## src/verilog/ahbf_pkg.sv

```systemverilog
package ahbf_pkg;
	// ==========================================================
	// Fabric geometry
	localparam int          AHBF_SLOTS      = 16;
	localparam int          AHBF_IDX_W      = 4;
	localparam int          AHBF_IDX_MSB    = 31;
	localparam int          AHBF_IDX_LSB    = 28;
	localparam logic [3:0]  AHBF_IDX_RST    = 4'h0;
	localparam logic        AHBF_SEL_RST    = 1'h0;
	localparam logic [31:0] AHBF_DATA_RST   = 32'h0;
	// ==========================================================
	// Transfer type codes
	localparam logic [1:0]  AHBF_TRANS_IDLE   = 2'h0;
	localparam logic [1:0]  AHBF_TRANS_BUSY   = 2'h1;
	localparam logic [1:0]  AHBF_TRANS_NONSEQ = 2'h2;
	localparam logic [1:0]  AHBF_TRANS_SEQ    = 2'h3;
	// ==========================================================
	// Transfer size codes
	localparam logic [2:0]  AHBF_SIZE_BYTE  = 3'h0;
	localparam logic [2:0]  AHBF_SIZE_HALF  = 3'h1;
	localparam logic [2:0]  AHBF_SIZE_WORD  = 3'h2;
	// ==========================================================
	// Response codes
	localparam logic [1:0]  AHBF_RESP_OKAY  = 2'h0;
	localparam logic [1:0]  AHBF_RESP_ERROR = 2'h1;
	localparam logic [1:0]  AHBF_RESP_RETRY = 2'h2;
	localparam logic [1:0]  AHBF_RESP_SPLIT = 2'h3;
endpackage : ahbf_pkg
```

## src/verilog/ahbf_decoder.sv

```systemverilog
// ==========================================================
// Address decoder with boot remap.
module ahbf_decoder
	import ahbf_pkg::*;
(
	// Address phase
	input  wire logic [31:0]            addr,
	input  wire logic [1:0]             trans,
	input  wire logic                   remap,
	// Decoded slot
	output logic [AHBF_IDX_W-1:0]       slot_idx,
	output logic [AHBF_SLOTS-1:0]       slot_hit
);
	logic [AHBF_IDX_W-1:0] raw_idx;
	logic                  active;

	// Slot index from the top nibble; remap flips the low index bit, swapping each even/odd slot pair.
	assign raw_idx  = addr[AHBF_IDX_MSB:AHBF_IDX_LSB];
	assign slot_idx = remap ? {raw_idx[3:1], ~raw_idx[0]} : raw_idx;
	assign active   = trans[1];

	// One hot select, only for non-sequential or sequential beats.
	genvar g;
	generate
		for (g = 0; g < AHBF_SLOTS; g++)
		begin : g_hit
			assign slot_hit[g] = active && (slot_idx == AHBF_IDX_W'(g));
		end
	endgenerate
endmodule : ahbf_decoder

```

## src/verilog/ahbf_fabric.sv

```systemverilog
// Function
// One master only; no arbitration, no split or retry handling.
// Address space split into sixteen equal 256 MB slots.
// Top four address bits pick the slot; select only during real transfers.
// One select output per slot, 0 through 15.
// Address, type, direction, size, burst, protection forwarded to all slaves.
// Transfer type codes idle, busy, nonseq, seq passed unchanged.
// Size codes byte, halfword, word passed unchanged.
// Master drives direction high for write; presented to slaves.
// Write data shared to all slaves.
// Read data of the data-phase owner returned through a mux.
// Mux slot registered from address phase while ready is high.
// Two-bit response of active slave routed to master.
// Slaves hold ready low for wait states.
// Ready low extends transfer; master holds until ready high.
// Ready broadcast to slaves equals master ready.
// Remap high swaps slots 0 and 1. The code flips the low index bit, so it also swaps 2 and 3, 4 and 5, and so on.
// Remap left unconnected acts as zero.
// All state timed on the rising clock edge.
// Active-low reset clears internal state.
module ahbf_fabric
	import ahbf_pkg::*;
(
	// Clock and reset
	input  wire logic                        clk,
	input  wire logic                        resetn,
	// Master side
	input  wire logic [31:0]                 master_address,
	input  wire logic [1:0]                  master_transfer_type,
	input  wire logic                        master_direction,
	input  wire logic [2:0]                  master_transfer_size,
	input  wire logic [2:0]                  master_burst_type,
	input  wire logic [3:0]                  master_protection,
	input  wire logic [31:0]                 master_write_data,
	output logic [31:0]                      master_read_data,
	output logic                             master_ready,
	output logic [1:0]                       master_response,
	// Boot remap
	input  wire logic                        remap,
	// Common slave side
	output logic [31:0]                      slave_side_address,
	output logic [1:0]                       slave_side_transfer_type,
	output logic                             slave_side_direction,
	output logic [2:0]                       slave_side_transfer_size,
	output logic [2:0]                       slave_side_burst_type,
	output logic [3:0]                       slave_side_protection,
	output logic [31:0]                      slave_side_write_data,
	output logic                             ready_broadcast_to_slaves,
	// Per-slot signals
	output logic [AHBF_SLOTS-1:0]            slot_select,
	input  wire logic [AHBF_SLOTS*32-1:0]    slot_read_data,
	input  wire logic [AHBF_SLOTS-1:0]       slot_ready,
	input  wire logic [AHBF_SLOTS*2-1:0]     slot_response
);
	// ==========================================================
	// Address decode
	logic [AHBF_IDX_W-1:0] dec_idx;
	logic [AHBF_SLOTS-1:0] dec_hit;
	logic                  dphase_reg;
	logic                  dphase_next;
	logic [AHBF_IDX_W-1:0] dslot_reg;
	logic [AHBF_IDX_W-1:0] dslot_next;
	logic                  ready_mux;
	logic [31:0]           rdata_mux;
	logic [1:0]            resp_mux;

	// An unconnected remap floats; a Z or X on it is treated as 0, so it need not be tied low.
	logic remap_eff;
	assign remap_eff = (remap === 1'b1);

	ahbf_decoder u_dec
	(
		.addr     (master_address),
		.trans    (master_transfer_type),
		.remap    (remap_eff),
		.slot_idx (dec_idx),
		.slot_hit (dec_hit)
	);

	// ==========================================================
	// Data phase owner, captured while ready is high.
	// No split or retry bookkeeping is kept, since a single master owns the bus.
	assign dphase_next = ready_mux ? master_transfer_type[1] : dphase_reg;
	assign dslot_next  = ready_mux ? dec_idx : dslot_reg;

	// Data phase flag; reset drops it so the master sees an idle, ready bus.
	always_ff @(posedge clk or negedge resetn)
	begin
		if (!resetn)
			dphase_reg <= AHBF_SEL_RST;
		else
			dphase_reg <= dphase_next;
	end

	// Owning slot of the data phase, only meaningful while the flag is set.
	always_ff @(posedge clk or negedge resetn)
	begin
		if (!resetn)
			dslot_reg <= AHBF_IDX_RST;
		else
			dslot_reg <= dslot_next;
	end

	// ==========================================================
	// Slot slices of the packed answer buses; shared by the mux and its checks.
	function automatic logic [31:0] ahbf_word_of
	(
		input logic [AHBF_SLOTS*32-1:0] bus,
		input logic [AHBF_IDX_W-1:0]    idx
	);
		return bus[idx*32 +: 32];
	endfunction : ahbf_word_of

	function automatic logic [1:0] ahbf_resp_of
	(
		input logic [AHBF_SLOTS*2-1:0] bus,
		input logic [AHBF_IDX_W-1:0]   idx
	);
		return bus[idx*2 +: 2];
	endfunction : ahbf_resp_of

	// Read data and response mux; idle data phase answers ready OKAY.
	assign ready_mux = dphase_reg ? slot_ready[dslot_reg] : 1'b1;
	assign rdata_mux = dphase_reg ? ahbf_word_of(slot_read_data, dslot_reg) : AHBF_DATA_RST;
	assign resp_mux  = dphase_reg ? ahbf_resp_of(slot_response, dslot_reg) : AHBF_RESP_OKAY;

	// The return path is combinational: registering it would add a wait state per beat.
	assign master_read_data          = rdata_mux;
	assign master_ready              = ready_mux;
	assign master_response           = resp_mux;
	assign ready_broadcast_to_slaves = ready_mux;

	// ==========================================================
	// Broadcast of address phase and write data, unchanged.
	assign slave_side_address       = master_address;
	assign slave_side_transfer_type = master_transfer_type;
	assign slave_side_direction     = master_direction;
	assign slave_side_transfer_size = master_transfer_size;
	assign slave_side_burst_type    = master_burst_type;
	assign slave_side_protection    = master_protection;
	assign slave_side_write_data    = master_write_data;
	assign slot_select              = dec_hit;

	// ==========================================================
	// Checks: slot decode and boot remap.
	// The remap checks read remap_eff, so a floating pin is judged as low.
	a_select_onehot: assert property (
		@(posedge clk) disable iff (!resetn) $onehot0(slot_select))
		else $error("more than one slot selected");
	a_select_idle: assert property (
		@(posedge clk) disable iff (!resetn)
		!master_transfer_type[1] |-> slot_select == '0)
		else $error("select without transfer");
	a_no_remap: assert property (
		@(posedge clk) disable iff (!resetn) (!remap_eff && master_transfer_type[1])
		|-> slot_select[master_address[AHBF_IDX_MSB:AHBF_IDX_LSB]])
		else $error("slot mismatch");
	a_remap_swap: assert property (
		@(posedge clk) disable iff (!resetn) (remap_eff && master_transfer_type[1]
		&& master_address[AHBF_IDX_MSB:AHBF_IDX_LSB] == 4'h0) |-> slot_select[1])
		else $error("remap did not move slot 0");
	a_remap_back: assert property (
		@(posedge clk) disable iff (!resetn) (remap_eff && master_transfer_type[1]
		&& master_address[AHBF_IDX_MSB:AHBF_IDX_LSB] == 4'h1) |-> slot_select[0])
		else $error("remap did not move slot 1");

	// ==========================================================
	// Checks: data phase return path.
	a_dphase_slot: assert property (
		@(posedge clk) disable iff (!resetn) (master_ready && master_transfer_type[1])
		|=> master_ready == slot_ready[$past(dec_idx)])
		else $error("data phase slot wrong");
	a_data_route: assert property (
		@(posedge clk) disable iff (!resetn) (master_ready && master_transfer_type[1])
		|=> master_read_data == ahbf_word_of(slot_read_data, $past(dec_idx)))
		else $error("read data wrong");
	a_resp_route: assert property (
		@(posedge clk) disable iff (!resetn) (master_ready && master_transfer_type[1])
		|=> master_response == ahbf_resp_of(slot_response, $past(dec_idx)))
		else $error("response wrong");
	a_wait_hold: assert property (
		@(posedge clk) disable iff (!resetn) !master_ready |=> $stable(dslot_reg))
		else $error("owner moved in wait");
	a_idle_okay: assert property (
		@(posedge clk) disable iff (!resetn) (master_ready && !master_transfer_type[1])
		|=> master_ready && master_response == AHBF_RESP_OKAY)
		else $error("idle phase not ready okay");
	a_idle_data: assert property (
		@(posedge clk) disable iff (!resetn) (master_ready && !master_transfer_type[1])
		|=> master_read_data == AHBF_DATA_RST)
		else $error("idle phase data not zero");
	a_ready_bcast: assert property (
		@(posedge clk) disable iff (!resetn) ready_broadcast_to_slaves == master_ready)
		else $error("ready broadcast differs");
	// Judged at the second edge of reset, once the asynchronous clear has surely landed.
	a_reset_idle: assert property (
		@(posedge clk) (!resetn ##1 !resetn)
		|-> master_ready && master_response == AHBF_RESP_OKAY
		&& master_read_data == AHBF_DATA_RST)
		else $error("reset left a data phase open");

	// ==========================================================
	// Checks: address phase and write data broadcast.
	// Pure wiring, but a slip in the port map would show here first.
	a_addr_bcast: assert property (
		@(posedge clk) disable iff (!resetn) slave_side_address == master_address)
		else $error("address not forwarded");
	a_type_bcast: assert property (
		@(posedge clk) disable iff (!resetn) slave_side_transfer_type == master_transfer_type)
		else $error("transfer type not forwarded");
	a_dir_bcast: assert property (
		@(posedge clk) disable iff (!resetn) slave_side_direction == master_direction)
		else $error("direction not forwarded");
	a_size_bcast: assert property (
		@(posedge clk) disable iff (!resetn) slave_side_transfer_size == master_transfer_size)
		else $error("size not forwarded");
	a_burst_bcast: assert property (
		@(posedge clk) disable iff (!resetn) slave_side_burst_type == master_burst_type)
		else $error("burst not forwarded");
	a_prot_bcast: assert property (
		@(posedge clk) disable iff (!resetn) slave_side_protection == master_protection)
		else $error("protection not forwarded");
	a_wdata_bcast: assert property (
		@(posedge clk) disable iff (!resetn) slave_side_write_data == master_write_data)
		else $error("write data not forwarded");
endmodule : ahbf_fabric

```

## config.mk

```make
export PLATFORM = sky130hd
export DESIGN_NAME = ahbf_fabric
export DESIGN_NICKNAME = d
export VERILOG_FILES = /design/src/verilog/ahbf_pkg.sv /design/src/verilog/ahbf_decoder.sv /design/src/verilog/ahbf_fabric.sv
export SDC_FILE = /design/constraint.sdc
export NUM_CORES = 1
export LEC_CHECK = 0
export BUFFER_PORTS_ARGS = -buffer_cell sky130_fd_sc_hd__buf_2
export CORE_AREA = 5 5 293 295
export DETAILED_ROUTE_END_ITERATION = 8
export DIE_AREA = 0 0 298 300
export HOLD_SLACK_MARGIN = 0.1
export PLACE_DENSITY_LB_ADDON = 0.3
export SYNTH_ARGS = -nofsm -noshare
export SYNTH_HDL_FRONTEND = slang
export SYNTH_HIERARCHICAL = 1
export SYNTH_SLANG_ARGS = --single-unit
```

## constraint.sdc

```tcl
create_clock -name clk -period 2.48 [get_ports clk]
set_input_delay 0.496 -clock clk [delete_from_list [all_inputs] [get_ports clk]]
set_output_delay 0.496 -clock clk [all_outputs]
set_load 0.03 [all_outputs]
```

==> summary.md, run 1 <==
| Metric | Value |
|---|---|
| Maximum VDD drop | `between 500 and 600 µV` |
| Synth top area share | `0.707` |
| Relative slew margins | `0.732` |
| Status | `finished with violations` |
| Worst EP arrival | `about 2600 ps` |
| Register area share after synthesis | `0.0230` |
| Placed Cells | `about 2000` |
| Switch share | `0.435` |
| Starting DRT DRC Count | `277` |
| Fin cells | `between 2000 and 2500` |
| Drt total wl | `40100 µm` |
| Multi-input gate area | `4530 µm²` |
| Fin crit period | `3130 ps` |
| Crit path to | `master_response[1]` |
| Total CTS buffers | `3` |
| Slowest Stage Delay on Critical Path | `660 ps` |
| Post-synth cell types | `31` |
| DIE AREA | `between 80000 and 90000 µm²` |
| RSZ-0062 raised after global routing | `true` |
| Clock network power share | `0.022` |
| GRT met3 Usage | `0.0266` |
| Layout overhead on the synthesized area | `93.6%` |
| EDFF count, synth | `0` |
| Max Root-Sink Buffers | `2` |
| P_leak | `between 0.004 and 0.005 µW` |
| Startpoint types | `flip-flop` |
| Core area | `approximately 83000 µm²` |
| Initial antenna violation count | `17` |
| Worst setup margin | `-649 ps` |
| Critical Path RT | `1980 ps` |
| H-tree depth | `1` |
| Layout Nets | `1612` |
| CTS Sinks | `5` |
| Met2 Use GR | `0.146` |
| Worst-Skew Late Latency | `~230 ps` |
| CTS root buf | `clkbuf_16` |
| Clock slew at reported path FFs | `~40 ps` |
| Critical Path Slowest Stage Cell | `mux4_2` |
| # IOs | `approximately 770` |
| Final setup TNS | `-16550 ps` |
| Slack of the worst reg-to-reg path | `about 110 ps` |
| Worst reg2reg endpoint | `dslot_reg[0]` |
| Sequential power share | `0.019` |
| Failing checks | `setup timing` |
| Mapped Area | `5450 µm²` |
| CP Max Fanout | `3` |
| Largest cells by area after synthesis | `mux4_2 71%, buf_4 11%, and2_1 3.9%` |
| F_max | `approximately 0.32 GHz` |
| P_sw | `roughly 5300 µW` |
| Worst setup EP type | `output port` |
| DR vias/cell | `~3.2` |
| Core Util, Final | `0.127` |
| RD Place Congestion | `about 0.90` |
| Hold WS | `between 600 and 700 ps` |
| Logic gate share of total power | `0.959` |
| Worst Setup SP | `dslot_reg[0]` |
| Design Area, Final | `about 11000 µm²` |
| Grt peak-use layer | `met2` |
| IO buf count | `~620` |
| Max reg flops | `4` |
| Via Count | `6612` |
| Synth warn | `6` |
| Slew Viols, Final | `0` |
| Die Wd | `298 µm` |
| Grt ovf | `0` |
| Async SR Flop Fraction | `1.00` |
| Post-Synthesis Cells | `389` |
| Syn Nets | `around 1000` |
| Levels on crit path | `6` |
| Least-Margin Pin Slew | `398 ps` |
| HP Class | `input port to asynchronous set/reset pin` |
| WL per Instance | `slightly below 20 µm` |
| DIE HEIGHT | `roughly 300 µm` |
| Register area | `approximately 140 µm²` |
| Antenna viol nets, final | `0` |
| Total GRT Usage | `0.0819` |
| Yosys top cell by area | `mux4_2` |
| Largest net degree at the start of global routing | `26` |
| RR Startpoint | `dslot_reg[0]` |
| Met1 usage | `0.0893` |
| Drt pass-1 iters | `4` |
| Share of post-route cells with drive strength above 1 | `0.955` |
| Fill count | `9443` |
| Vias in the first global route | `between 7000 and 8000` |
| Int Pwr | `approximately 6800 µW` |
| HPWL after DPL | `34100 µm` |
| Number of synthesized register bits | `5` |
| Worst path top cell family by delay | `multiplexers` |
| Std-Cell Rows | `between 100 and 150` |
| Pwr dens | `roughly 1100 nW/µm²` |
| Cell Chain, Critical Path | `buf_12 -> buf_8 -> mux4_2 -> mux4_2 -> and2_4 -> buf_8` |
| Final hold violation count | `0` |
| Fin crit share | `1.26` |
| Mean post-synth cell area | `14.0 µm²` |
| First-pass GRT wire length | `~55000 µm` |
| # DRC | `0` |
| # setup viols final | `36` |
| Worst Reg2Reg Path Length in Cells | `7` |
| Dominant register cell in the synthesized netlist | `dfrtp_1` |
| Clk_skew | `~2.8 ps` |
| CTS tree | `done` |
| Crit Path Class | `flip-flop to output port` |
| Starting Density | `0.0657` |
| Post-Place Cell Area | `9630 µm²` |
| Max-cap violations | `0` |
| WP buf/inv | `3` |
-- placed cells by master (no fill, tap or decap), types with 2 or more instances in the layout --
master       n
and2_2      11
and2_4      23
buf_12      17
buf_16      10
buf_2      599
buf_4       35
buf_6       31
buf_8        7
clkbuf_16    5
clkinv_2     2
dfrtp_2      2
dfrtp_4      2
diode_2      4
mux2_1       2
mux2i_1      6
mux4_2     171
nand2_1      4
nand4b_1     3
nand4bb_1    2
nor2_1      14
nor2_2       2
nor3b_1      2
nor4_2       2
-- power groups by stage --
stage,Combinational [µW],Sequential [µW],Clock [µW]
floorplan,6870,146,0
global placement,9470,217,0
detailed placement,9540,219,0
CTS,11600,222,273
global route,12300,233,284
finish,11600,226,267
-- layout make-up --
cell class / instances / area share
multi-input cells: 256 / 0.430
clock inverters: 1 / 0.000475
inverters: 3 / 0.00119
flip-flops and latches: 5 / 0.0128
diodes: 4 / 0.000949
repair buffers: 703 / 0.419
clock buffers: 3 / 0.00712
well taps: 1080 / 0.128
-- cells by family after synthesis --
logic type / synth area share
AOI/OAI and AO/OA: 0.00942
and+or+nand+nor: 0.0781
xor gates and xnor gates: 0.00505
buffers and inverters: 0.160
muxes: 0.724
DFF: 0.0230
-- cell usage after synthesis, drive strengths merged (2+ instances only) --
cell type	n
nor3b	2
mux4	171
buf	105
nor4	3
clkbuf	20
inv	3
mux2	3
and2	34
nor2	17
dfrtp	5
mux2i	6
nand4b	3
nand2	4
nand4bb	2
-- how the worst min path moves through the flow --
stage | endpoint | depth (start not counted) | slack (ps)
after floorplan | dphase_reg | 0 | 200
after global placement | dslot_reg[3] | 1 | 330
after detailed placement | dslot_reg[3] | 1 | 330
final | dslot_reg[3] | 2 | 640
after global routing | dslot_reg[3] | 2 | 660
after CTS | dslot_reg[3] | 2 | 640
-- layer usage --
layer,up-vias,part of all wire
li1,2787,-
met1,3211,0.36
met2,519,0.49
met3,91,0.093
met4,4,0.049
met5,-,0.00067
-- metrics by stage --
stage / total power, µW / setup WS (ps)
floorplan: 7020 / 22.7
global placement: 9690 / -557
detailed placement: 9760 / -557
CTS: 12100 / -613
global route: 12800 / -630
finish: 12100 / -649
-- timing repair --
action | CTS | global route
setup endpoints to repair | 37 | 39
cloned | 6 | 2
pin swaps | 0 | 2
hold buffers | 1 | 0
gates resized for setup | 107 | 11
buffers inserted | 15 | 4
endpoints found under the hold margin | 5 | 0
No activity file was read; power rests on OpenSTA's default activity.
==> inputs of run 2 (changes only) <==
- CORE_AREA: 5 5 293 295 -> 5 5 296 298
- DIE_AREA: 0 0 298 300 -> 0 0 301 303
- clock period: 2.48 -> 3.05 ns (I/O delays scaled with it)
==> summary.md, run 2 (synthesis results as in run 1) <==
| Metric | Value |
|---|---|
| Status | `finished with violations` |
| Failing checks | `setup timing` |
| Starting Density | `0.0644` |
| Worst reg2reg endpoint | `dslot_reg[0]` |
| CP Max Fanout | `14` |
| HP Class | `input port to asynchronous set/reset pin` |
| Commonest non-fill, non-tap cells in the layout | `591 x buf_2, 171 x mux4_2, 39 x buf_6, 29 x and2_4` |
| Final hold violation count | `0` |
| Register area | `about 140 µm²` |
| IO buf count | `approximately 620` |
| Most common cell after layout, fill and taps aside | `buf_2` |
| Max-cap violations | `0` |
| DIE AREA | `roughly 91000 µm²` |
| Worst path top cell family by delay | `multiplexers` |
| Relative slew margins | `0.646` |
| Worst Reg2Reg Path Length in Cells | `8` |
| Core area | `approximately 85000 µm²` |
| DIE HEIGHT | `around 300 µm` |
| Initial antenna violation count | `16` |
| Slack of the worst reg-to-reg path | `~650 ps` |
| Core Util, Final | `0.123` |
| Pwr dens | `914 nW/µm²` |
| Maximum VDD drop | `between 500 and 600 µV` |
| Slew Viols, Final | `0` |
| Drt total wl | `about 40000 µm` |
| Worst-Skew Late Latency | `about 230 ps` |
| WP buf/inv | `3` |
| Worst setup margin | `-88.2 ps` |
| Clock slew at reported path FFs | `40 ps` |
| CTS root buf | `clkbuf_16` |
| Least-Margin Pin Slew | `roughly 530 ps` |
| Total CTS buffers | `3` |
| Critical Path Slowest Stage Cell | `mux4_2` |
| Drt pass-1 iters | `4` |
| Vias in the first global route | `between 7000 and 8000` |
| Critical Path RT | `2440 ps` |
| RR Startpoint | `dslot_reg[0]` |
| Worst EP arrival | `about 2500 ps` |
| P_leak | `between 0.004 and 0.005 µW` |
| First-pass GRT wire length | `roughly 53000 µm` |
| Std-Cell Rows | `approximately 110` |
| WL per Instance | `around 19 µm` |
| DR vias/cell | `3.17` |
| Grt ovf | `0` |
| Total power | `between 9000 and 10000 µW` |
| Worst setup EP type | `output port` |
| # IOs | `769` |
| Total GRT Usage | `0.0793` |
| Multi-input gate area | `around 4500 µm²` |
| RD Place Congestion | `about 0.93` |
| # setup viols final | `10` |
| Layout overhead on the synthesized area | `90.6%` |
| RSZ-0062 raised after global routing | `true` |
| CTS Sinks | `5` |
| Fill count | `9700` |
| H-tree depth | `1` |
| Via Count | `between 6000 and 7000` |
| Hold_buf cts | `0` |
| Cell Chain, Critical Path | `buf_16 -> buf_16 -> mux4_2 -> mux4_2 -> and2_1 -> buf_2` |
| F_max | `around 0.32 GHz` |
| Fin crit period | `3140 ps` |
| Max reg flops | `4` |
| Share of post-route cells with drive strength above 1 | `0.948` |
| Die Wd | `~300 µm` |
| Slowest Stage Delay on Critical Path | `approximately 550 ps` |
| Crit Path Class | `flip-flop to output port` |
| Startpoint types | `flip-flop` |
| HPWL after DPL | `around 34000 µm` |
| Fin crit share | `1.03` |
| Max Root-Sink Buffers | `2` |
| # DRC | `0` |
| Largest net degree at the start of global routing | `41` |
| CTS tree | `done` |
| Starting DRT DRC Count | `between 200 and 300` |
| Clk_skew | `3.53 ps` |
| Layout Nets | `~1600` |
| Antenna viol nets, final | `0` |
[run 2: per-layer routing]
| layer | global-route usage | share of wire | vias to the layer above |
|---|---|---|---|
| li1 | - | - | 2732 |
| met5 | 0 | 0 | - |
| met1 | 0.0834 | 0.34 | 3285 |
| met3 | 0.0236 | 0.098 | 91 |
| met2 | 0.148 | 0.52 | 534 |
| met4 | 0.0318 | 0.042 | 0 |
[run 2: how the worst max path moves through the flow]
stage                  from                   end  slack (ps)  depth (start not counted)
5_1_grt        dslot_reg[0]  master_read_data[24]        -130                          6
2_1_floorplan  dslot_reg[2]  master_read_data[22]         340                          6
3_3_place_gp   dslot_reg[0]  master_read_data[24]          30                          6
3_5_place_dp   dslot_reg[0]  master_read_data[24]          20                          6
6_report       dslot_reg[0]  master_read_data[19]         -90                          6
4_1_cts        dslot_reg[0]  master_read_data[29]        -120                          7
[run 2: final cells by class]
| cell class | instances | share of cell area |
|---|---|---|
| Antenna cell | 5 | 0.00121 |
| Sequential cell | 5 | 0.0130 |
| Inverter | 3 | 0.00121 |
| Clock inverter | 1 | 0.000482 |
| Tap cell | 1144 | 0.138 |
| Clock buffer | 3 | 0.00723 |
| Multi-Input combinational cell | 256 | 0.438 |
| Timing Repair Buffer | 678 | 0.401 |
[run 2: through the flow]
step | instances | hold slack (ps) | TNS [ps] | instance area, µm² | setup slack, ps
final | 2095 | 203 | -468 | 10400 | -88.2
after CTS | 2092 | 201 | -1980 | 10300 | -124
after floorplan | 389 | 314 | 0 | 5450 | 344
after detailed placement | 2072 | 440 | 0 | 9550 | 18.1
after global placement | 2072 | 442 | 0 | 9550 | 27.4
after global routing | 2092 | 203 | -2050 | 10400 | -127
[run 2: worst register-to-register path, cell delays in order (launching register included)]
cell and delay [ps]:
dfrtp_4 540, buf_12 160, buf_16 140, buf_6 140, mux4_2 540, nand2_1 90, o2111a_2 260, nor2_4 70
mux2_1 340
[run 2: what timing repair did]
item	CTS	global route
resized for setup	124	30
pin swaps	1	0
buffers inserted	10	0
gates cloned	6	0
setup endpoints to repair	32	36
[run 2: power by group]
group	internal, µW	switching [µW]	leakage [µW]
Clock	171	45.3	0.0000409
Combinational	5060	3970	0.00436
Sequential	112	132	0.0000542
Total	5340	4150	0.00445
